===== config.mk =====
export PLATFORM = sky130hd
export DESIGN_NAME = charger_timer_control_regs
export DESIGN_NICKNAME = d
export VERILOG_FILES = /design/src/charger_timer_pkg.sv /design/src/charger_timer_control_regs.sv
export SDC_FILE = /design/constraint.sdc
export NUM_CORES = 1
export LEC_CHECK = 0
export BUFFER_PORTS_ARGS = -buffer_cell sky130_fd_sc_hd__buf_2
export CORE_MARGIN = 5
export CORE_UTILIZATION = 55
export DETAILED_ROUTE_END_ITERATION = 6
export PLACE_DENSITY = 0.85
export SLEW_MARGIN = 0
export SYNTH_ARGS = -nofsm -noshare
export SYNTH_HDL_FRONTEND = slang
export SYNTH_SLANG_ARGS = --single-unit

===== constraint.sdc =====
create_clock -name i_clk -period 3.3 [get_ports i_clk]
set_clock_uncertainty 0.15 [all_clocks]
set_input_delay 0.495 -clock i_clk [delete_from_list [all_inputs] [get_ports i_clk]]
set_output_delay 0.495 -clock i_clk [all_outputs]
set_load 0.005 [all_outputs]

===== src/charger_timer_pkg.sv =====
// Constants, types and decode helpers shared by the charger timer/control register bank.
package charger_timer_pkg;

  // Register offsets on the register port.
  localparam logic [7:0] ADDR_TIMER_SETUP = 8'h0E;
  localparam logic [7:0] ADDR_CTRL_A      = 8'h0F;
  localparam logic [7:0] ADDR_CTRL_B      = 8'h10;
  localparam logic [7:0] ADDR_CTRL_C      = 8'h11;
  localparam logic [7:0] ADDR_CTRL_D      = 8'h12;

  // Indices into the register array.
  localparam logic [2:0] IDX_TIMER  = 3'h0;
  localparam logic [2:0] IDX_CTRL_A = 3'h1;
  localparam logic [2:0] IDX_CTRL_B = 3'h2;
  localparam logic [2:0] IDX_CTRL_C = 3'h3;
  localparam logic [2:0] IDX_CTRL_D = 3'h4;

  // Reset values, index 0 at the low end.
  localparam logic [4:0][7:0] RST_VALS = {8'h00, 8'h40, 8'h85, 8'hA2, 8'h3D};
  // Bits restored on watchdog expiry.
  localparam logic [4:0][7:0] WD_MASK  = {8'h66, 8'hC0, 8'h08, 8'h2A, 8'hFF};
  // Bits restored on register reset.
  localparam logic [4:0][7:0] REG_MASK = {8'hFF, 8'hFF, 8'hFF, 8'hFE, 8'hFF};
  // Writable bits; a write zeroes reserved bits, though control b bit 7 resets to one.
  localparam logic [4:0][7:0] WR_MASK  = {8'hFF, 8'hFF, 8'h3F, 8'hFE, 8'hFF};

  // Field positions, safety timer setup.
  localparam int BIT_TOPOFF_LSB  = 6;
  localparam int BIT_TRICKLE_EN  = 5;
  localparam int BIT_PRECHG_EN   = 4;
  localparam int BIT_FASTCHG_EN  = 3;
  localparam int BIT_FAST_LSB    = 1;
  localparam int BIT_HALF_RATE   = 0;
  // Charge control a.
  localparam int BIT_AUTO_DIS    = 7;
  localparam int BIT_FORCE_DIS   = 6;
  localparam int BIT_CHG_EN      = 5;
  localparam int BIT_OPT_EN      = 4;
  localparam int BIT_OPT_KICK    = 3;
  localparam int BIT_HIZ         = 2;
  localparam int BIT_TERM_EN     = 1;
  // Charge control b.
  localparam int BIT_OVP_LSB     = 4;
  localparam int BIT_WD_KICK     = 3;
  localparam int BIT_WD_LSB      = 0;
  // Charge control c.
  localparam int BIT_DET_KICK    = 7;
  localparam int BIT_AUTO_DET    = 6;
  localparam int BIT_12V         = 5;
  localparam int BIT_9V          = 4;
  localparam int BIT_HVDCP       = 3;
  localparam int BIT_SHIP_LSB    = 1;
  localparam int BIT_SHIP_NODLY  = 0;
  // Charge control d.
  localparam int BIT_GATES_OFF   = 7;
  localparam int BIT_OTG_EN      = 6;
  localparam int BIT_PFM_OTG_OFF = 5;
  localparam int BIT_PFM_FWD_OFF = 4;
  localparam int BIT_WAKE_SEL    = 3;
  localparam int BIT_LDO_OFF     = 2;
  localparam int BIT_OTG_OOA_OFF = 1;
  localparam int BIT_FWD_OOA_OFF = 0;

  // Timing, each time in its own unit.
  localparam int CLK_PERIOD_NS   = 10;
  localparam int HALF_SEC_MS     = 500;
  localparam int WAKE_LONG_MS    = 1000;
  localparam int WAKE_SHORT_MS   = 15;
  localparam int SHIP_DELAY_S    = 10;
  localparam int HALF_SEC_CYCLES_DEF = HALF_SEC_MS * 1000000 / CLK_PERIOD_NS;
  localparam int WAKE_LONG_CYCLES_DEF  = WAKE_LONG_MS * 1000000 / CLK_PERIOD_NS;
  localparam int WAKE_SHORT_CYCLES_DEF = WAKE_SHORT_MS * 1000000 / CLK_PERIOD_NS;
  localparam logic [4:0] SHIP_DELAY_HALF_SEC = 5'(SHIP_DELAY_S * 1000 / HALF_SEC_MS);
  localparam logic [6:0] HALF_SEC_PER_MIN    = 7'h78;

  // Safety-timer limits in minutes.
  localparam logic [10:0] TRICKLE_MIN  = 11'h03C;
  localparam logic [10:0] PRE_LONG_MIN = 11'h078;
  localparam logic [10:0] PRE_SHORT_MIN = 11'h01E;
  localparam logic [10:0] FAST5_MIN    = 11'h12C;
  localparam logic [10:0] FAST8_MIN    = 11'h1E0;
  localparam logic [10:0] FAST12_MIN   = 11'h2D0;
  localparam logic [10:0] TOPOFF_STEP_MIN = 11'h00F;

  typedef enum logic [2:0] {PH_IDLE, PH_TRICKLE, PH_PRE, PH_FAST, PH_TOPOFF} phase_e;

  typedef struct packed {
    logic [1:0] topoff_time_sel;
    logic       trickle_timer_en;
    logic       precharge_timer_en;
    logic       fastcharge_timer_en;
    logic [1:0] fastcharge_time_sel;
    logic       half_rate_timer_en;
    logic       discharge_on;
    logic       charging_en;
    logic       optimizer_en;
    logic       optimizer_kick;
    logic       high_impedance_en;
    logic       termination_en;
    logic [1:0] input_overvolt_sel;
    logic       auto_adapter_detect_en;
    logic       hv_port_handshake_en;
    logic       nine_volt_permit;
    logic       twelve_volt_permit;
    logic [1:0] ship_switch_action;
    logic       gate_drivers_off;
    logic       reverse_output_en;
    logic       pfm_otg_off;
    logic       pfm_fwd_off;
    logic       ldo_off;
    logic       otg_ooa_off;
    logic       fwd_ooa_off;
  } ctrl_s;

  typedef struct packed {
    logic [4:0][7:0] regs;
    logic [25:0]     half_pre;
    logic [8:0]      wd_cnt;
    logic            wd_expired;
    logic [6:0]      min_pre;
    logic [10:0]     safe_cnt;
    logic            safe_expired;
    phase_e          phase_prev;
    logic            discharge_on;
    logic            ship_wait;
    logic [4:0]      ship_cnt;
    logic            ship_fire;
    logic [2:0]      wake_sync;
    logic            wake_low;
    logic [26:0]     wake_cnt;
    logic            wake_exit;
    logic            detect_start;
    logic [7:0]      rdata;
    logic            ack;
  } state_s;

  // Maps a port address to a register index.
  function automatic logic [3:0] addr_decode(input logic [7:0] addr);
    logic [3:0] r;
    r = 4'h0;
    if (addr >= ADDR_TIMER_SETUP && addr <= ADDR_CTRL_D) begin
      r = {1'b1, 3'(addr - ADDR_TIMER_SETUP)};
    end
    return r;
  endfunction

  // Watchdog period in half-second units, zero when disabled.
  function automatic logic [8:0] wd_period(input logic [2:0] sel);
    logic [8:0] r;
    r = 9'h000;
    unique case (sel)
      3'h0: r = 9'h000;
      3'h1: r = 9'h001;
      3'h2: r = 9'h002;
      3'h3: r = 9'h004;
      3'h4: r = 9'h028;
      3'h5: r = 9'h050;
      3'h6: r = 9'h0A0;
      3'h7: r = 9'h140;
    endcase
    return r;
  endfunction

endpackage


===== src/charger_timer_control_regs.sv =====
// Timer and charge control register bank with watchdog, safety timers and ship timing.
// Summary of operation
// - Top-off code: off, 15, 30, 45 minutes.
// - Trickle timer one hour when enabled.
// - Fast timer codes: 5, 8, 12 hours.
// - Half-rate counting during input/thermal regulation, outside top-off.
// - Separate pre-charge and fast timer enables.
// - Auto discharge during battery overvoltage fault.
// - Forced discharge regardless of overvoltage.
// - Charge enable bit gates charging.
// - Optimizer kick set-only, needs enable, self-clears.
// - High impedance bit cleared on adapter plug.
// - Overvoltage code: 26, 18, 12, 7 volts.
// - Watchdog kick restarts timer, self-clears.
// - Watchdog period code table, default 40 s.
// - Expiry restores watchdog fields; reset restores all.
// - Detection kick starts detection, clears when done.
// - Auto detection on input plug when enabled.
// - Handshake enable plus 9 V/12 V permits.
// - Ship switch code: idle, shutdown, ship, reset.
// - Ship action delayed ten seconds unless bypassed.
// - Gate-driver off forces both drivers off.
// - Reverse output bit, cleared by watchdog.
// - Wake hold one second or 15 ms.
module charger_timer_control_regs
  import charger_timer_pkg::*;
#(
  parameter int HALF_SEC_CYCLES   = HALF_SEC_CYCLES_DEF,
  parameter int WAKE_LONG_CYCLES  = WAKE_LONG_CYCLES_DEF,
  parameter int WAKE_SHORT_CYCLES = WAKE_SHORT_CYCLES_DEF
) (
  input  wire logic       i_clk,
  input  wire logic       i_arst_n,
  input  wire logic       i_ce,
  input  wire logic       i_reg_wr,
  input  wire logic       i_reg_rd,
  input  wire logic [7:0] i_reg_addr,
  input  wire logic [7:0] i_reg_wdata,
  output logic      [7:0] o_reg_rdata,
  output logic            o_reg_ack,
  input  wire logic       i_reg_reset,
  input  wire logic       i_adapter_plugged,
  input  wire logic       i_optimizer_started,
  input  wire logic       i_detect_done,
  input  wire logic       i_batt_ovp,
  input  wire logic       i_in_regulation,
  input  wire phase_e     i_charge_phase,
  input  wire logic       i_precharge_short,
  input  wire logic       i_wake_pin_n,
  output ctrl_s           o_ctrl,
  output logic            o_watchdog_expired,
  output logic            o_safety_expired,
  output logic            o_detect_start,
  output logic            o_ship_fire,
  output logic            o_wake_exit
);

  state_s st_reg;
  state_s st_next;

  logic        half_tick;
  logic [3:0]  dec;
  logic [7:0]  wv;
  logic        wd_kick;
  logic [10:0] limit;
  logic        timer_on;
  logic [10:0] step;
  logic [10:0] sum;
  logic [26:0] hold;

  always_comb begin
    st_next = st_reg;
    st_next.ship_fire    = 1'b0;
    st_next.wake_exit    = 1'b0;
    st_next.detect_start = 1'b0;
    st_next.ack          = 1'b0;
    st_next.wd_expired   = 1'b0;
    dec     = addr_decode(i_reg_addr);
    wv      = i_reg_wdata & WR_MASK[dec[2:0]];
    wd_kick = 1'b0;
    limit   = 11'h000;
    timer_on = 1'b0;
    step    = 11'h002;
    sum     = 11'h000;
    hold    = 27'(WAKE_LONG_CYCLES);

    half_tick = (st_reg.half_pre == 26'(HALF_SEC_CYCLES - 1));
    st_next.half_pre = half_tick ? 26'h0 : st_reg.half_pre + 26'h1;

    if (i_adapter_plugged) begin
      st_next.regs[IDX_CTRL_A][BIT_HIZ] = 1'b0;
    end
    if (i_optimizer_started) begin
      st_next.regs[IDX_CTRL_A][BIT_OPT_KICK] = 1'b0;
    end
    if (i_detect_done) begin
      st_next.regs[IDX_CTRL_C][BIT_DET_KICK] = 1'b0;
    end
    st_next.regs[IDX_CTRL_B][BIT_WD_KICK] = 1'b0;

    if (i_adapter_plugged && st_reg.regs[IDX_CTRL_C][BIT_AUTO_DET]) begin
      st_next.detect_start = 1'b1;
    end

    // A write lands after the hardware clears so a coincident set is never lost.
    if (i_reg_wr && dec[3]) begin
      unique case (dec[2:0])
        IDX_CTRL_A: begin
          wv[BIT_OPT_KICK] = st_next.regs[IDX_CTRL_A][BIT_OPT_KICK] |
                             (wv[BIT_OPT_KICK] & wv[BIT_OPT_EN]);
        end
        IDX_CTRL_B: begin
          wd_kick = wv[BIT_WD_KICK];
        end
        IDX_CTRL_C: begin
          if (wv[BIT_DET_KICK] && !st_next.regs[IDX_CTRL_C][BIT_DET_KICK]) begin
            st_next.detect_start = 1'b1;
          end
          wv[BIT_DET_KICK] = wv[BIT_DET_KICK] | st_next.regs[IDX_CTRL_C][BIT_DET_KICK];
          st_next.ship_wait = 1'b0;
          st_next.ship_cnt  = 5'h00;
          if (wv[BIT_SHIP_LSB +: 2] != 2'b00) begin
            if (wv[BIT_SHIP_NODLY]) begin
              st_next.ship_fire = 1'b1;
            end else begin
              st_next.ship_wait = 1'b1;
            end
          end
        end
        default: begin
        end
      endcase
      st_next.regs[dec[2:0]] = wv;
    end

    if (st_reg.ship_wait && half_tick) begin
      if (st_reg.ship_cnt == SHIP_DELAY_HALF_SEC - 5'h01) begin
        st_next.ship_fire = 1'b1;
        st_next.ship_wait = 1'b0;
      end else begin
        st_next.ship_cnt = st_reg.ship_cnt + 5'h01;
      end
    end

    if (st_reg.regs[IDX_CTRL_B][2:0] == 3'h0 || wd_kick || i_reg_reset) begin
      st_next.wd_cnt = 9'h000;
    end else if (half_tick) begin
      if (st_reg.wd_cnt + 9'h001 >= wd_period(st_reg.regs[IDX_CTRL_B][2:0])) begin
        st_next.wd_cnt     = 9'h000;
        st_next.wd_expired = 1'b1;
      end else begin
        st_next.wd_cnt = st_reg.wd_cnt + 9'h001;
      end
    end

    for (int i = 0; i < 5; i++) begin
      if (i_reg_reset) begin
        st_next.regs[i] = (st_next.regs[i] & ~REG_MASK[i]) | (RST_VALS[i] & REG_MASK[i]);
      end else if (st_next.wd_expired) begin
        st_next.regs[i] = (st_next.regs[i] & ~WD_MASK[i]) | (RST_VALS[i] & WD_MASK[i]);
      end
    end
    if (i_reg_reset) begin
      st_next.ship_wait = 1'b0;
    end

    st_next.discharge_on = st_reg.regs[IDX_CTRL_A][BIT_FORCE_DIS] |
                           (st_reg.regs[IDX_CTRL_A][BIT_AUTO_DIS] & i_batt_ovp);

    // Safety timer limit per phase, in minutes.
    unique case (i_charge_phase)
      PH_TRICKLE: begin
        limit    = TRICKLE_MIN;
        timer_on = st_reg.regs[IDX_TIMER][BIT_TRICKLE_EN];
      end
      PH_PRE: begin
        limit    = i_precharge_short ? PRE_SHORT_MIN : PRE_LONG_MIN;
        timer_on = st_reg.regs[IDX_TIMER][BIT_PRECHG_EN];
      end
      PH_FAST: begin
        unique case (st_reg.regs[IDX_TIMER][BIT_FAST_LSB +: 2])
          2'h0:    limit = FAST5_MIN;
          2'h1:    limit = FAST8_MIN;
          default: limit = FAST12_MIN;
        endcase
        timer_on = st_reg.regs[IDX_TIMER][BIT_FASTCHG_EN];
      end
      PH_TOPOFF: begin
        limit = 11'(TOPOFF_STEP_MIN * st_reg.regs[IDX_TIMER][BIT_TOPOFF_LSB +: 2]);
        timer_on = (limit != 11'h000);
      end
      default: begin
        limit    = 11'h000;
        timer_on = 1'b0;
      end
    endcase

    if (st_reg.regs[IDX_TIMER][BIT_HALF_RATE] && i_in_regulation && i_charge_phase != PH_TOPOFF) begin
      step = 11'h001;
    end
    sum = st_reg.safe_cnt + step;
    st_next.phase_prev = i_charge_phase;
    if (!timer_on || !st_reg.regs[IDX_CTRL_A][BIT_CHG_EN] ||
        i_charge_phase != st_reg.phase_prev) begin
      st_next.safe_cnt     = 11'h000;
      st_next.min_pre      = 7'h00;
      st_next.safe_expired = 1'b0;
    end else if (half_tick && !st_reg.safe_expired) begin
      if (st_reg.min_pre == HALF_SEC_PER_MIN - 7'h01) begin
        st_next.min_pre = 7'h00;
        // Counts in half-minute steps so a slowed timer advances by one.
        if (sum >= {limit[9:0], 1'b0}) begin
          st_next.safe_expired = 1'b1;
        end
        st_next.safe_cnt = sum;
      end else begin
        st_next.min_pre = st_reg.min_pre + 7'h01;
      end
    end

    // wake hold filtered from the pin
    st_next.wake_sync = {st_reg.wake_sync[1:0], i_wake_pin_n};
    if (st_reg.wake_sync[1] == st_reg.wake_sync[2]) begin
      st_next.wake_low = ~st_reg.wake_sync[2];
    end
    if (st_reg.regs[IDX_CTRL_D][BIT_WAKE_SEL]) begin
      hold = 27'(WAKE_SHORT_CYCLES);
    end
    if (!st_reg.wake_low) begin
      st_next.wake_cnt = 27'h0;
    end else if (st_reg.wake_cnt != hold) begin
      st_next.wake_cnt = st_reg.wake_cnt + 27'h1;
      if (st_reg.wake_cnt + 27'h1 == hold) begin
        st_next.wake_exit = 1'b1;
      end
    end

    // Register reads answer one cycle later; unmapped offsets read zero.
    if (i_reg_rd || i_reg_wr) begin
      st_next.ack   = 1'b1;
      st_next.rdata = dec[3] ? st_reg.regs[dec[2:0]] : 8'h00;
    end
  end

  always_ff @(posedge i_clk or negedge i_arst_n) begin
    if (!i_arst_n) begin
      st_reg           <= '0;
      st_reg.regs      <= RST_VALS;
      // The pin idles high, so the filter starts there to avoid a false hold after reset.
      st_reg.wake_sync <= 3'h7;
    end else if (i_ce) begin
      st_reg <= st_next;
    end
  end

  assign o_reg_rdata        = st_reg.rdata;
  assign o_reg_ack          = st_reg.ack;
  assign o_watchdog_expired = st_reg.wd_expired;
  assign o_safety_expired   = st_reg.safe_expired;
  assign o_detect_start     = st_reg.detect_start;
  assign o_ship_fire        = st_reg.ship_fire;
  assign o_wake_exit        = st_reg.wake_exit;

  always_comb begin
    o_ctrl.topoff_time_sel        = st_reg.regs[IDX_TIMER][BIT_TOPOFF_LSB +: 2];
    o_ctrl.trickle_timer_en       = st_reg.regs[IDX_TIMER][BIT_TRICKLE_EN];
    o_ctrl.precharge_timer_en     = st_reg.regs[IDX_TIMER][BIT_PRECHG_EN];
    o_ctrl.fastcharge_timer_en    = st_reg.regs[IDX_TIMER][BIT_FASTCHG_EN];
    o_ctrl.fastcharge_time_sel    = st_reg.regs[IDX_TIMER][BIT_FAST_LSB +: 2];
    o_ctrl.half_rate_timer_en     = st_reg.regs[IDX_TIMER][BIT_HALF_RATE];
    o_ctrl.discharge_on           = st_reg.discharge_on;
    o_ctrl.charging_en            = st_reg.regs[IDX_CTRL_A][BIT_CHG_EN];
    o_ctrl.optimizer_en           = st_reg.regs[IDX_CTRL_A][BIT_OPT_EN];
    o_ctrl.optimizer_kick         = st_reg.regs[IDX_CTRL_A][BIT_OPT_KICK];
    o_ctrl.high_impedance_en      = st_reg.regs[IDX_CTRL_A][BIT_HIZ];
    o_ctrl.termination_en         = st_reg.regs[IDX_CTRL_A][BIT_TERM_EN];
    o_ctrl.input_overvolt_sel     = st_reg.regs[IDX_CTRL_B][BIT_OVP_LSB +: 2];
    o_ctrl.auto_adapter_detect_en = st_reg.regs[IDX_CTRL_C][BIT_AUTO_DET];
    o_ctrl.hv_port_handshake_en   = st_reg.regs[IDX_CTRL_C][BIT_HVDCP];
    o_ctrl.nine_volt_permit       = st_reg.regs[IDX_CTRL_C][BIT_9V] &
                                    st_reg.regs[IDX_CTRL_C][BIT_HVDCP];
    o_ctrl.twelve_volt_permit     = st_reg.regs[IDX_CTRL_C][BIT_12V] &
                                    st_reg.regs[IDX_CTRL_C][BIT_HVDCP];
    o_ctrl.ship_switch_action     = st_reg.regs[IDX_CTRL_C][BIT_SHIP_LSB +: 2];
    o_ctrl.gate_drivers_off       = st_reg.regs[IDX_CTRL_D][BIT_GATES_OFF];
    o_ctrl.reverse_output_en      = st_reg.regs[IDX_CTRL_D][BIT_OTG_EN];
    o_ctrl.pfm_otg_off            = st_reg.regs[IDX_CTRL_D][BIT_PFM_OTG_OFF];
    o_ctrl.pfm_fwd_off            = st_reg.regs[IDX_CTRL_D][BIT_PFM_FWD_OFF];
    o_ctrl.ldo_off                = st_reg.regs[IDX_CTRL_D][BIT_LDO_OFF];
    o_ctrl.otg_ooa_off            = st_reg.regs[IDX_CTRL_D][BIT_OTG_OOA_OFF];
    o_ctrl.fwd_ooa_off            = st_reg.regs[IDX_CTRL_D][BIT_FWD_OOA_OFF];
  end

endmodule


Yosys cells after proc, flatten, opt, wreduce, memory -nomap -nowiden
Memories as Yosys holds them, arrays and structs flattened.
Cells that the tools add are included.

word-level totals
  register bits after elaboration = 148
  latch bits = 0
  bits in writable memories = 0
  ROM bits = 136
  bits of input ports = 32
  word-level logic and storage cells = 170
  memories kept = 2

operators by class
  add/subtract/negate cells = 7
  multiply operators = 1
  div/mod/pow operators = 0
  order comparisons = 6
  eq/ne operators = 17
  shift operators = 0
  multiplexer cells = 67
  bitwise logic cells = 9
  reduce and logical (&&, ||, !) cells = 35

memories
  memory            depth  bits a word  read ports  clocked after Yosys merged registers in  wr ports  RTL line                          RTL
  (name not given)  8      9            1           0                                        0         charger_timer_pkg.sv:151          unique case (sel)
  (name not given)  8      8            1           0                                        0         charger_timer_control_regs.sv:79  wv = i_reg_wdata & WR_MASK[dec[2:0]];

operators by type and width
  operator                 count
  $mux W8                  11
  $mux W27                 2
  $mux W7                  6
  $bwmux W40               1
  $mux W40                 1
  $pmux W10 S4             1
  $mux W19                 2
  $mux W9                  4
  $mux W28                 1
  $add A27 B1 Y27 const B  1
  $eq A27 B27 Y1           1
  $ne A27 B27 Y1           1
  $add A26 B1 Y26 const B  1
  $eq A26 B26 Y1 const B   1
  $mux W1                  26
  $mux W26                 1
  $bmux W8 S3              1
  $demux W8 S3             1
  $pmux W10 S2             1
  $eq A3 B2 Y1 const B     4
  $mux W12                 1
  $reduce_and A2 Y1        6
  $add A11 B11 Y11         1
  $ge A11 B11 Y1           1
  39 further kinds         65

Depth between registers and ports, before layout
Gate-level depths: netlist of the first run.

  depth after elaboration = 17
  mapped depth = 16

Least setup slack after synthesis of the first run
Ideal clock, no wire load.

  path kind = input -> register
  start = input port i_charge_phase[1]
  end = register st_reg (netlist bit o_safety_expired)
  data arrival time = 3.333 ns
  setup slack = -0.315 ns
  cell stages on the path = 16
  path buffers = 1
  path through = clkbuf_1 nor2_1 nand2_1 nand3_1 inv_1 ha_1 inv_1 fa_1 nor3b_1 and3_1 xor2_1 ha_1 a211o_1 a311oi_1 a221o_1 a211oi_1

between the ends
  word-level cells in the longest chain between the ends = 7
  elaborated cells on any way between the ends = 20
  those cells by class = add/sub: 1; order compare: 1; eq/ne: 6; mux: 4; reduce/logical: 8

ends and longest elaborated chain
  what                                                    RTL line                                                              RTL
  start: declaration                                      charger_timer_control_regs.sv:47                                      input wire phase_e i_charge_phase,
  $ne A3 B3 Y1, or another cell as far along              charger_timer_control_regs.sv:198                                     if (st_reg.regs[IDX_TIMER][BIT_HALF_RATE] && i_in_regulation && i_charge_phase != PH_TOPOFF) begin
  $logic_and A1 B1 Y1 or $pmux W1 S4 (tied branches)      charger_timer_control_regs.sv:198, charger_timer_control_regs.sv:171
  $mux W2 or $logic_not A1 Y1 (tied branches)             charger_timer_control_regs.sv:198, charger_timer_control_regs.sv:203
  $add A11 B11 Y11 or $logic_or A1 B1 Y1 (tied branches)  charger_timer_control_regs.sv:201, charger_timer_control_regs.sv:203
  $ge A11 B11 Y1 or $logic_or A1 B1 Y1 (tied branches)    charger_timer_control_regs.sv:212, charger_timer_control_regs.sv:203
  $reduce_bool A2 Y1 (no line)                            n/a
  $reduce_and A4 Y1 (no line)                             n/a
  end signal: assignment                                  charger_timer_control_regs.sv:252                                     st_reg <= st_next;
  end: declaration                                        charger_timer_control_regs.sv:58                                      state_s st_reg;

Several ways; a longest one is shown, not always the timed one.
A chain may end at the register's enable or synchronous reset.

Worst setup path in the final report of the first run
  start = register st_reg[73] (netlist name)
  end = register st_reg (netlist bit o_ctrl[5])

between the ends
  word-level cells in the longest chain between the ends = 7
  elaborated cells on any way between the ends = 9
  those cells by class = add/sub: 1; order compare: 1; mux: 5; reduce/logical: 2

ends and longest elaborated chain
  what                                                     RTL line                           RTL
  $add A9 B1 Y9 (*)                                        charger_timer_control_regs.sv:148  if (st_reg.wd_cnt + 9'h001 >= wd_period(st_reg.regs[IDX_CTRL_B][2:0])) begin
  $ge A9 B9 Y1 (*)                                         charger_timer_control_regs.sv:148
  $mux W1 (*)                                              charger_timer_control_regs.sv:148
  $mux W10 (*)                                             charger_timer_control_regs.sv:147  end else if (half_tick) begin
  $mux W1 (*)                                              charger_timer_control_regs.sv:145  if (st_reg.regs[IDX_CTRL_B][2:0] == 3'h0 || wd_kick || i_reg_reset) begin
  $reduce_bool A3 Y1 (no line) or $mux W7 (tied branches)  n/a
  $reduce_and A2 Y1 (no line) or $mux W8 (tied branches)   n/a

Every way passes the cells marked *; elsewhere a longest branch is shown, timed or not. The select of a mux whose other input is x is not followed.

==> results of run 1 <==
## per-layer routing
metal	track usage, %	wire length [um]
met1	34.4	10200
met2	38.9	11600
met3	5.69	2180
met5	0	0
met4	7.60	589
## layout make-up
class / instances / area (um2)
Antenna cell: 1 / 2.50
Clock buffer: 19 / 443
Clock inverter: 13 / 158
Fill cell: 1331 / 6060
Inverter: 33 / 124
Multi-Input combinational cell: 765 / 5080
Sequential cell: 148 / 3720
Tap cell: 220 / 275
Timing Repair Buffer: 118 / 722
## cells in the mapped netlist (4+ instances only)
master     count
dfstp_2       15
dfrtp_1      133
mux2_2         6
nand3b_1       8
nand4_1       16
and3_1        17
xnor2_1       28
a21oi_1       39
o31ai_1       19
o21ai_0       91
nor3_1        20
nor3b_1        7
o22ai_1        4
o211ai_1      11
nor4_1         8
o2bb2ai_1     19
nand2b_1       9
a21o_1        14
and2_1        15
xor2_1        21
ha_1          33
or4_1          5
a22oi_1       13
o41ai_1        8
or2_2          7
a31oi_1        6
clkbuf_1      44
mux2i_1       10
o22a_1        10
a22o_1        14
nor2_1        67
or3_1          7
inv_1         33
nand2_1      103
and4_1         9
o32a_1         4
nand3_1       48
buf_4         39
nor2b_1        7
o21a_1         7
## power breakdown
group	switching (mW)	leakage [nW]	internal [mW]
logic	0.317	2.47	0.210
registers	0.102	1.97	1.90
clock network	0.788	0.297	1.21
## worst max-delay path, cell delays in order, from the launching register on
cell,delay (ns)
dfrtp_2,0.44
and3_1,0.19
nand3_1,0.13
inv_1,0.07
and3_1,0.20
xor2_1,0.23
ha_1,0.29
a21oi_1,0.18
o22ai_1,0.12
a211o_1,0.33
a31o_4,0.32
o21ai_1,0.31
a22o_1,0.21
## placed cells by master (no fill, tap or decap), drive strengths merged, types with 9 or more instances in the layout
cell,n
o211ai,11
nand2b,9
nand3,48
xnor2,28
ha,33
mux2i,10
a22oi,13
dfstp,15
o22a,10
dfrtp,133
and4,9
o21ai,93
and2,16
nand2,103
and3,17
nor3,20
buf,117
o2bb2ai,19
a21o,14
a21oi,39
o31ai,20
inv,34
xor2,21
clkbuf,19
nand4,18
a22o,14
nor2,67
## how the worst max path moves through the flow
stage,start,endpoint,slack [ns],cells past startpoint
finish,st_reg[73],o_ctrl[5],0.06,12
CTS,st_reg[73],o_ctrl[5],0.001,12
detailed placement,i_charge_phase[0],o_safety_expired,-0.10,16
floorplan,i_charge_phase[0],o_safety_expired,0.02,16
global route,o_ctrl[21],o_safety_expired,-0.09,15
global placement,i_charge_phase[0],o_safety_expired,0.005,16
## kinds of logic after synthesis
group,synth area share (%)
AO/OA/AOI/OAI,21.5
XOR/XNOR,4.62
adder cells (fa/ha/maj),4.66
buffers and inverters,6.61
flip-flops,40.0
multiplexers,1.80
AND/OR/NAND/NOR,20.7
## per-stage QoR
step	total power, mW	util, %	area, um2	hold slack [ns]	std cells
2_1_floorplan	2.35	-	9360	0.0494	1035
3_3_place_gp	2.52	59.1	9810	0.310	1280
3_5_place_dp	2.54	59.1	9810	0.314	1280
4_1_cts	4.53	62.8	10400	0.161	1313
5_1_grt	4.71	63.5	10500	0.160	1317
6_report	4.52	63.5	10500	0.161	1317
## repair_timing
item / 4_1_cts / 5_1_grt
endpoints found under the setup margin: 4 / 24
gates resized for setup: 1 / 17
setup buffers: 0 / 3
hold buffers: 1 / 0
pin swaps: 0 / 10
cloned: 0 / 0
endpoints found under the hold margin: 60 / 0
==> out/results.ini, run 1 <==
[clock_tree]
clk-insertion-delay-late_ns = 0.44
cts_tree = yes
cts.clk_slew.worst_paths_ns = 0.06
cts_buffer_depth = 2
cts-htree-levels = 4
cts.sinks = 148
cts_buffers = 17
cts_root_buf = clkbuf_16

[finish]
drive_gt1_share_pct = 18.8
area_growth_pct = 13.2
finalNetCount = 1149
largest_register_ffs = 105

[yosys]
synth_area_leaders = dfrtp_1 36%, o21ai_0 4.9%, ha_1 4.4%
yosys.area.top_type = dfrtp_1
synth-edff-count = 0
syn-instance-count = 1035
synth-seq-area-share_pct = 40.0
ys_seq_elements = 148
yosysWarnings = 0
yosysTopAreaCellShare_pct = 35.8
yosysUniqueCellTypes = 75
synth_async_sr_flop_share_pct = 100
ys.flop_type = dfrtp_1
syn-mean-instance-area_um2 = 8.98
syn-num-nets = 1101
synth_area_um2 = 9300

[min_path]
hp-start = i_wake_pin_n
holdPathEnd = st_next[40]
holdCritPathClass = primary input to flip-flop
hold_depth = 2

[floorplan]
initial_core_util_pct = 56.1
die_x_um = 140
coreArea_um2 = 16600
io_pins = 75
die_h_um = 140
die-area_um2 = 19600
rows = 47

[drt]
drc_errors = 4
wl_per_cell_um = 18.6
wl_um = 24500
viasPerCell = 6.39
drt-initial-drc-count = 814
drtPass1Iterations = 7
ant_nets = 0
num_vias = 8417

[flow_run]
maxCapViolCount = 0

[power_and_ir_drop]
power_density_nw_per_um2 = 430
ir_drop_v = 0.000396
p_leak_nw = 4.73

[setup_path]
critPathArrivalTime_ns = 3.46
setup.worst_path.start_class = flip-flop
worst-r2r-setup-slack_ns = 0.06
crit_type = flip-flop to flip-flop
required_ns = 3.52
r2r_end = o_ctrl[5]
worst-path-max-fanout = 15
r2r_start = st_reg[73]
r2r.worst_path.cells = 12
end_kind = flip-flop

[status]
status = complete, but fails checks
violations = design-rule violations

[placement]
dp_hpwl_um = 17100
routabilityCongestion = 0.954
port_buffers = 74
dp_slack_ns = -0.101

[timing]
hold_viol = 0
tns_ns = 0
fmax_mhz = 309
setup_ws_ns = 0.0646
slew_violations = 0
relSlewSlack_pct = 49.7
finalSetupViolCount = 0
worst_pin_slew_ns = 0.752
min_period_ns = 3.24
min_period_over_period_pct = 98.0

[global_route]
grt_max_degree = 67
antenna_found_initial = 1
grt_pass1_wl_um = 40100
grt_pass1_vias = 7942
grt_usage_pct = 24.8
grt_overflow = 0

No activity file was read; power rests on OpenSTA's default activity.
==> inputs of run 2 (changes only) <==
Settings changed: CTS_BUF_LIST from default to sky130_fd_sc_hd__clkbuf_4 sky130_fd_sc_hd__clkbuf_8 sky130_fd_sc_hd__clkbuf_16.
==> run 2 against run 1 <==
Effect of this change:
- the flow now finishes without violations
- largest cell class unchanged
- clock power hardly changed
- final area hardly changed
- critical path depth is 3 higher
- core utilization hardly changed
- worst setup slack worse by 0.010 ns
- sequential share of layout area hardly changed
- critical endpoint is now o_safety_expired
- register-to-register slack hardly changed
- via count is 0.17% higher
- cell count stayed put
- non-clock buffer count stayed put
- combinational power hardly changed
- first-iteration DRC count is 1.6% higher
==> out/results.ini, run 2 (synthesis gave the netlist of run 1 again) <==
[clock_tree]
cts_buffers = 17  ; unchanged
cts_root_buf = clkbuf_16
cts-htree-levels = 4  ; unchanged
cts_tree = yes
cts_buffer_depth = 2  ; unchanged
cts.sinks = 148  ; unchanged
cts.clk_slew.worst_paths_ns = 0.07  ; about the same
clk-insertion-delay-late_ns = 0.44  ; about the same

[timing]
fmax_mhz = 308  ; -0.32%
relSlewSlack_pct = 49.3  ; -0.47 points
hold_viol = 0  ; unchanged
min_period_over_period_pct = 98.4  ; +0.31 points
slew_violations = 0  ; unchanged
min_period_ns = 3.25  ; +0.0103 ns
finalSetupViolCount = 0  ; unchanged
worst_pin_slew_ns = 0.759  ; +0.00701 ns
hold_ws_ns = 0.158  ; -0.00381 ns

[power_and_ir_drop]
power_frac_clock_pct = 44.3  ; +0.2 points
p_switching_mw = 1.21  ; +0.51%
p_leak_nw = 4.74  ; about the same
ir_drop_v = 0.000395  ; -0.24%
p_seq_share_pct = 44.1  ; -0.2 points
swShare_pct = 26.7  ; +0.051 points
p_comb_share_pct = 11.6  ; about the same
p_total_mw = 4.54  ; +0.32%
power_density_nw_per_um2 = 431  ; +0.28%
intPower_mw = 3.33  ; +0.25%

[placement]
place_area_um2 = 9810  ; unchanged
dp_hpwl_um = 17100  ; unchanged
dp_cells = 1280  ; unchanged
routabilityCongestion = 0.954  ; unchanged
port_buffers = 74  ; unchanged

[drt]
drt-initial-drc-count = 827  ; +1.6%
viasPerCell = 6.40  ; +0.17%
wl_per_cell_um = 18.6  ; about the same
drc_errors = 0  ; -4
num_vias = 8431  ; +0.17%
drtPass1Iterations = 6  ; -1
wl_um = 24500  ; about the same
ant_nets = 0  ; unchanged

[global_route]
grt_pass1_vias = 7924  ; -0.23%
antenna_found_initial = 1  ; unchanged
grt_overflow = 0  ; unchanged
grt_usage_pct = 24.8  ; about the same
grt_max_degree = 67  ; unchanged
grt_pass1_wl_um = 40000  ; about the same

[floorplan]
coreArea_um2 = 16600  ; unchanged
initial_core_util_pct = 56.1  ; unchanged
io_pins = 75  ; unchanged
rows = 47  ; unchanged
die-area_um2 = 19600  ; unchanged
die_h_um = 140  ; unchanged
die_x_um = 140  ; unchanged

[status]
status = finished, final reports clean

[setup_path]
end_kind = flip-flop
crit_type = flip-flop to flip-flop
worst-r2r-setup-slack_ns = 0.05  ; about the same
cp_num_buf_inv = 4  ; +3
setup.worst_path.start_class = flip-flop
required_ns = 3.45  ; -0.07 ns
worst_path_max_delay_cell = dfstp_2
path_cells = nand3_2, inv_2, ha_4, inv_2, fa_2, nor3b_4, buf_4, buf_4, xnor2_1, ha_2, a21o_1, a211o_1, nor3_1, a221o_1, a211oi_2
critPathArrivalTime_ns = 3.40  ; -0.06 ns
slowest_delay_ns = 0.58  ; +0.14 ns
crit_family = compound AO/OA/AOI/OAI gates
worst-path-max-fanout = 4  ; -11

[finish]
final_common_cell = dfrtp_1
area_growth_pct = 13.2  ; about the same
final_cell_mix = 132 x dfrtp_1, 102 x nand2_1, 88 x o21ai_0
fin_cells = 1317  ; unchanged
finalNetCount = 1149  ; unchanged
largest_register_ffs = 105  ; unchanged
final_util_pct = 63.5  ; about the same
fillers = 1331  ; unchanged
multi_input_area_um2 = 5080  ; unchanged
final_cell_area_um2 = 10500  ; about the same
drive_gt1_share_pct = 18.9  ; +0.091 points
register_area_um2 = 3720  ; unchanged

[min_path]
holdCritPathClass = primary input to flip-flop

[flow_run]
maxCapViolCount = 0  ; unchanged

==> run 2: cell count changes in the layout (fill, tap and decap cells not counted) <==
cell	before	now
clkbuf_1	1	0
clkbuf_4	0	1
==> run 2: per-layer routing <==
layer  routed length, um  vias to the layer above  track usage (%)
li1                    -                     3856                -
met1               10300                     4092             34.5
met5                   0                        -                0
met2               11600                      422             38.8
met4                 558                        0             8.06
met3                2060                       61             5.49
==> run 2: worst paths after layout <==
path | to | cells after the start | startpoint
max | o_safety_expired | 15 | o_ctrl[21]
min | st_next[40] | 2 | i_wake_pin_n
max reg2reg | o_safety_expired | 15 | o_ctrl[21]
min reg2reg | st_reg[88] | 1 | st_reg[88]
max in group asynchronous | st_next[41] | 3 | i_arst_n
min in group asynchronous | st_reg[55] | 2 | i_arst_n
==> run 2: what timing repair did <==
item                                    in CTS  in global routing
endpoints found under the setup margin       4                 24
buffers inserted                             0                  3
resized for setup                            1                 17
pin swaps                                    0                 10
hold endpoints to repair                    60                  0
gates cloned                                 0                  0
hold buffers                                 1                  0
==> run 2: area by class of cell <==
type	count	area share [%]
clock inverter	13	1.50
timing repair buffer	118	6.86
clock buffer	19	4.24
sequential	148	35.4
antenna	1	0.0238
tap	220	2.61
inverter	33	1.18
multi-input combinational	765	48.2
==> run 2: metrics by stage <==
| step | worst slack (ns) | TNS [ns] |
|---|---|---|
| final | 0.0543 | 0 |
| after global routing | -0.0948 | -1.00 |
| after CTS | 0.00122 | 0 |
| after detailed placement | -0.101 | -0.106 |
| after global placement | 0.00546 | 0 |
| after floorplan | 0.0173 | 0 |
==> run 2: power by group through the flow <==
stage	logic (mW)	clock network (mW)	registers [mW]
after floorplan	0.360	0	1.99
after CTS	0.518	2.02	2.00
after global placement	0.494	0	2.02
after detailed placement	0.512	0	2.03
final	0.527	2.01	2.00
after global routing	0.587	2.12	2.01
==> inputs of run 3 (changes only) <==
Settings changed: CORE_ASPECT_RATIO from default to 1.1, CTS_BUF_LIST sky130_fd_sc_hd__clkbuf_4 sky130_fd_sc_hd__clkbuf_8 sky130_fd_sc_hd__clkbuf_16 to default.
==> run 3 against run 2 <==
Effect of this change:
- combinational power barely moved
- via count down 2.9%
- cell count shrank 0.99%
- critical path depth is 2 lower
- non-clock buffer count rose by 3
- worst setup slack improved by 0.048 ns
==> out/results.ini, run 3 (synthesis gave the netlist of run 1 again) <==
[floorplan]
io_pins = 75  ; unchanged
coreArea_um2 = 16500  ; -0.55%
die_x_um = 134  ; -4.3%
die-area_um2 = 19600  ; about the same
rows = 49  ; +4.3%
initial_core_util_pct = 56.4  ; +0.31 points
die_h_um = 146  ; +4.5%

[setup_path]
worst_path_max_delay_cell = dfstp_2
worst-path-max-fanout = 3  ; -1
setup.worst_path.start_class = flip-flop
required_ns = 3.44  ; about the same
critPathArrivalTime_ns = 3.34  ; -0.06 ns
crit_type = flip-flop to flip-flop
slowest_delay_ns = 0.57  ; about the same
r2r.worst_path.cells = 13  ; -2
end_kind = flip-flop
path_cells = nand3_4, inv_4, ha_4, inv_2, fa_2, nor3b_2, and3_4, xor2_2, ha_1, a211o_1, a311oi_2, a221o_1, a211oi_2

[timing]
tns_ns = 0  ; unchanged
fmax_mhz = 313  ; +1.5%
slew_violations = 0  ; unchanged
min_period_ns = 3.20  ; -0.0483 ns
finalSetupViolCount = 0  ; unchanged
worst_pin_slew_ns = 0.954  ; +0.194 ns
min_period_over_period_pct = 96.9  ; -1.5 points
relSlewSlack_pct = 36.0  ; -13 points
hold_ws_ns = 0.156  ; -0.00116 ns
hold_viol = 0  ; unchanged

[power_and_ir_drop]
power_frac_clock_pct = 43.0  ; -1.3 points
p_seq_share_pct = 45.0  ; +0.9 points
p_switching_mw = 1.18  ; -2.8%
p_total_mw = 4.44  ; -2.2%
p_leak_nw = 4.71  ; -0.64%
p_comb_share_pct = 11.9  ; +0.3 points
ir_drop_v = 0.000378  ; -4.1%
intPower_mw = 3.26  ; -2.0%
swShare_pct = 26.6  ; -0.17 points
power_density_nw_per_um2 = 422  ; -2.0%

[drt]
drc_errors = 0  ; unchanged
ant_nets = 0  ; unchanged
num_vias = 8186  ; -2.9%
wl_um = 23800  ; -3.1%
drtPass1Iterations = 5  ; -1
viasPerCell = 6.28  ; -1.9%
wl_per_cell_um = 18.2  ; -2.2%
drt-initial-drc-count = 647  ; -22%

[clock_tree]
cts.clk_slew.worst_paths_ns = 0.06  ; about the same
cts_buffers = 17  ; unchanged
cts_tree = yes
cts_root_buf = clkbuf_16
cts.sinks = 148  ; unchanged
cts_buffer_depth = 2  ; unchanged
clk-insertion-delay-late_ns = 0.42  ; -0.02 ns
cts-htree-levels = 4  ; unchanged

[finish]
area_growth_pct = 13.1
finalNetCount = 1152  ; +0.26%
final_cell_mix = 132 x dfrtp_1, 102 x nand2_1, 88 x o21ai_0
largest_register_ffs = 105  ; unchanged
fin_cells = 1304  ; -0.99%
final_common_cell = dfrtp_1
drive_gt1_share_pct = 19.0  ; +0.13 points
final_cell_area_um2 = 10500  ; -0.14%

[placement]
port_buffers = 74  ; unchanged
dp_hpwl_um = 17000  ; -0.52%
place_area_um2 = 9820  ; +0.10%
dp_cells = 1268  ; -0.94%
routabilityCongestion = 0.979  ; +2.6%

[global_route]
antenna_found_initial = 3  ; +2
grt_pass1_wl_um = 38500  ; -3.9%
grt_pass1_vias = 7690  ; -3.0%
grt_usage_pct = 24.0  ; -0.81 points
grt_overflow = 0  ; unchanged
grt_max_degree = 70  ; +4.5%

[min_path]
holdCritPathClass = primary input to flip-flop
hold_depth = 2  ; unchanged

[status]
status = finished, final reports clean

[flow_run]
maxCapViolCount = 0  ; unchanged

-- run 3: changes by cell type in the layout (fill, tap and decap cells not counted), sizes merged --
cell,delta
buf,+3
clkinvlp,+3
clkinv,-2
bufinv,-1
-- run 3: worst max-delay path: cells and delay by family, from the launching register on --
kind / cells / cell delay (ns)
AO/OA/AOI/OAI: 4 / 0.77
adder cells (fa/ha/maj): 3 / 0.76
flip-flops: 1 / 0.57
AND/OR/NAND/NOR: 3 / 0.54
XOR/XNOR: 1 / 0.16
buffers and inverters: 2 / 0.11
-- run 3: final timing paths --
check | from | to | slack, ns
setup / recovery | o_ctrl[21] | o_safety_expired | 0.10
setup reg to reg | o_ctrl[21] | o_safety_expired | 0.10
max in group asynchronous | i_arst_n | st_reg[124] | 1.75
min in group asynchronous | i_arst_n | st_reg[58] | 0.43
hold reg to reg | o_reg_rdata[4] | o_reg_rdata[4] | 0.33
hold / removal | i_wake_pin_n | st_next[40] | 0.16
-- run 3: cell type report --
type,count,area (um2)
multi-input cells,765,5070
fillers,1316,5980
inverters,33,126
flip-flops and latches,148,3720
diodes,1,2.50
well taps,204,255
clock buffers,19,453
repair buffers,121,744
clock inverters,13,133
-- run 3: metrics by stage --
step | utilization (%) | worst slack (ns)
5_1_grt | 63.7 | -0.0197
2_1_floorplan | - | 0.0173
3_3_place_gp | 59.5 | 0.0143
6_report | 63.7 | 0.103
3_5_place_dp | 59.5 | -0.0712
4_1_cts | 63.1 | 0.0270
-- run 3: per-layer routing --
layer,global-route usage [%],routed length (um),vias to the layer above,share of wire [%]
met3,4.37,1600,70,6.7
li1,-,-,3864,-
met1,31.4,10100,3903,42
met4,10.3,940,4,4.0
met2,39.1,11100,345,47
met5,0,27,-,0.11
-- run 3: repair_timing --
| item | 4_1_cts | 5_1_grt |
|---|---|---|
| gates resized for setup | 0 | 19 |
| hold buffers | 1 | 0 |
| endpoints found under the setup margin | 0 | 21 |
| setup buffers | 0 | 2 |
| endpoints found under the hold margin | 45 | 0 |
-- run 3: power groups by stage --
stage / Clock [mW] / Sequential [mW] / Combinational, mW
2_1_floorplan: 0 / 1.99 / 0.360
3_3_place_gp: 0 / 2.02 / 0.496
3_5_place_dp: 0 / 2.03 / 0.513
4_1_cts: 1.95 / 2.00 / 0.518
5_1_grt: 2.03 / 2.01 / 0.595
6_report: 1.91 / 2.00 / 0.529
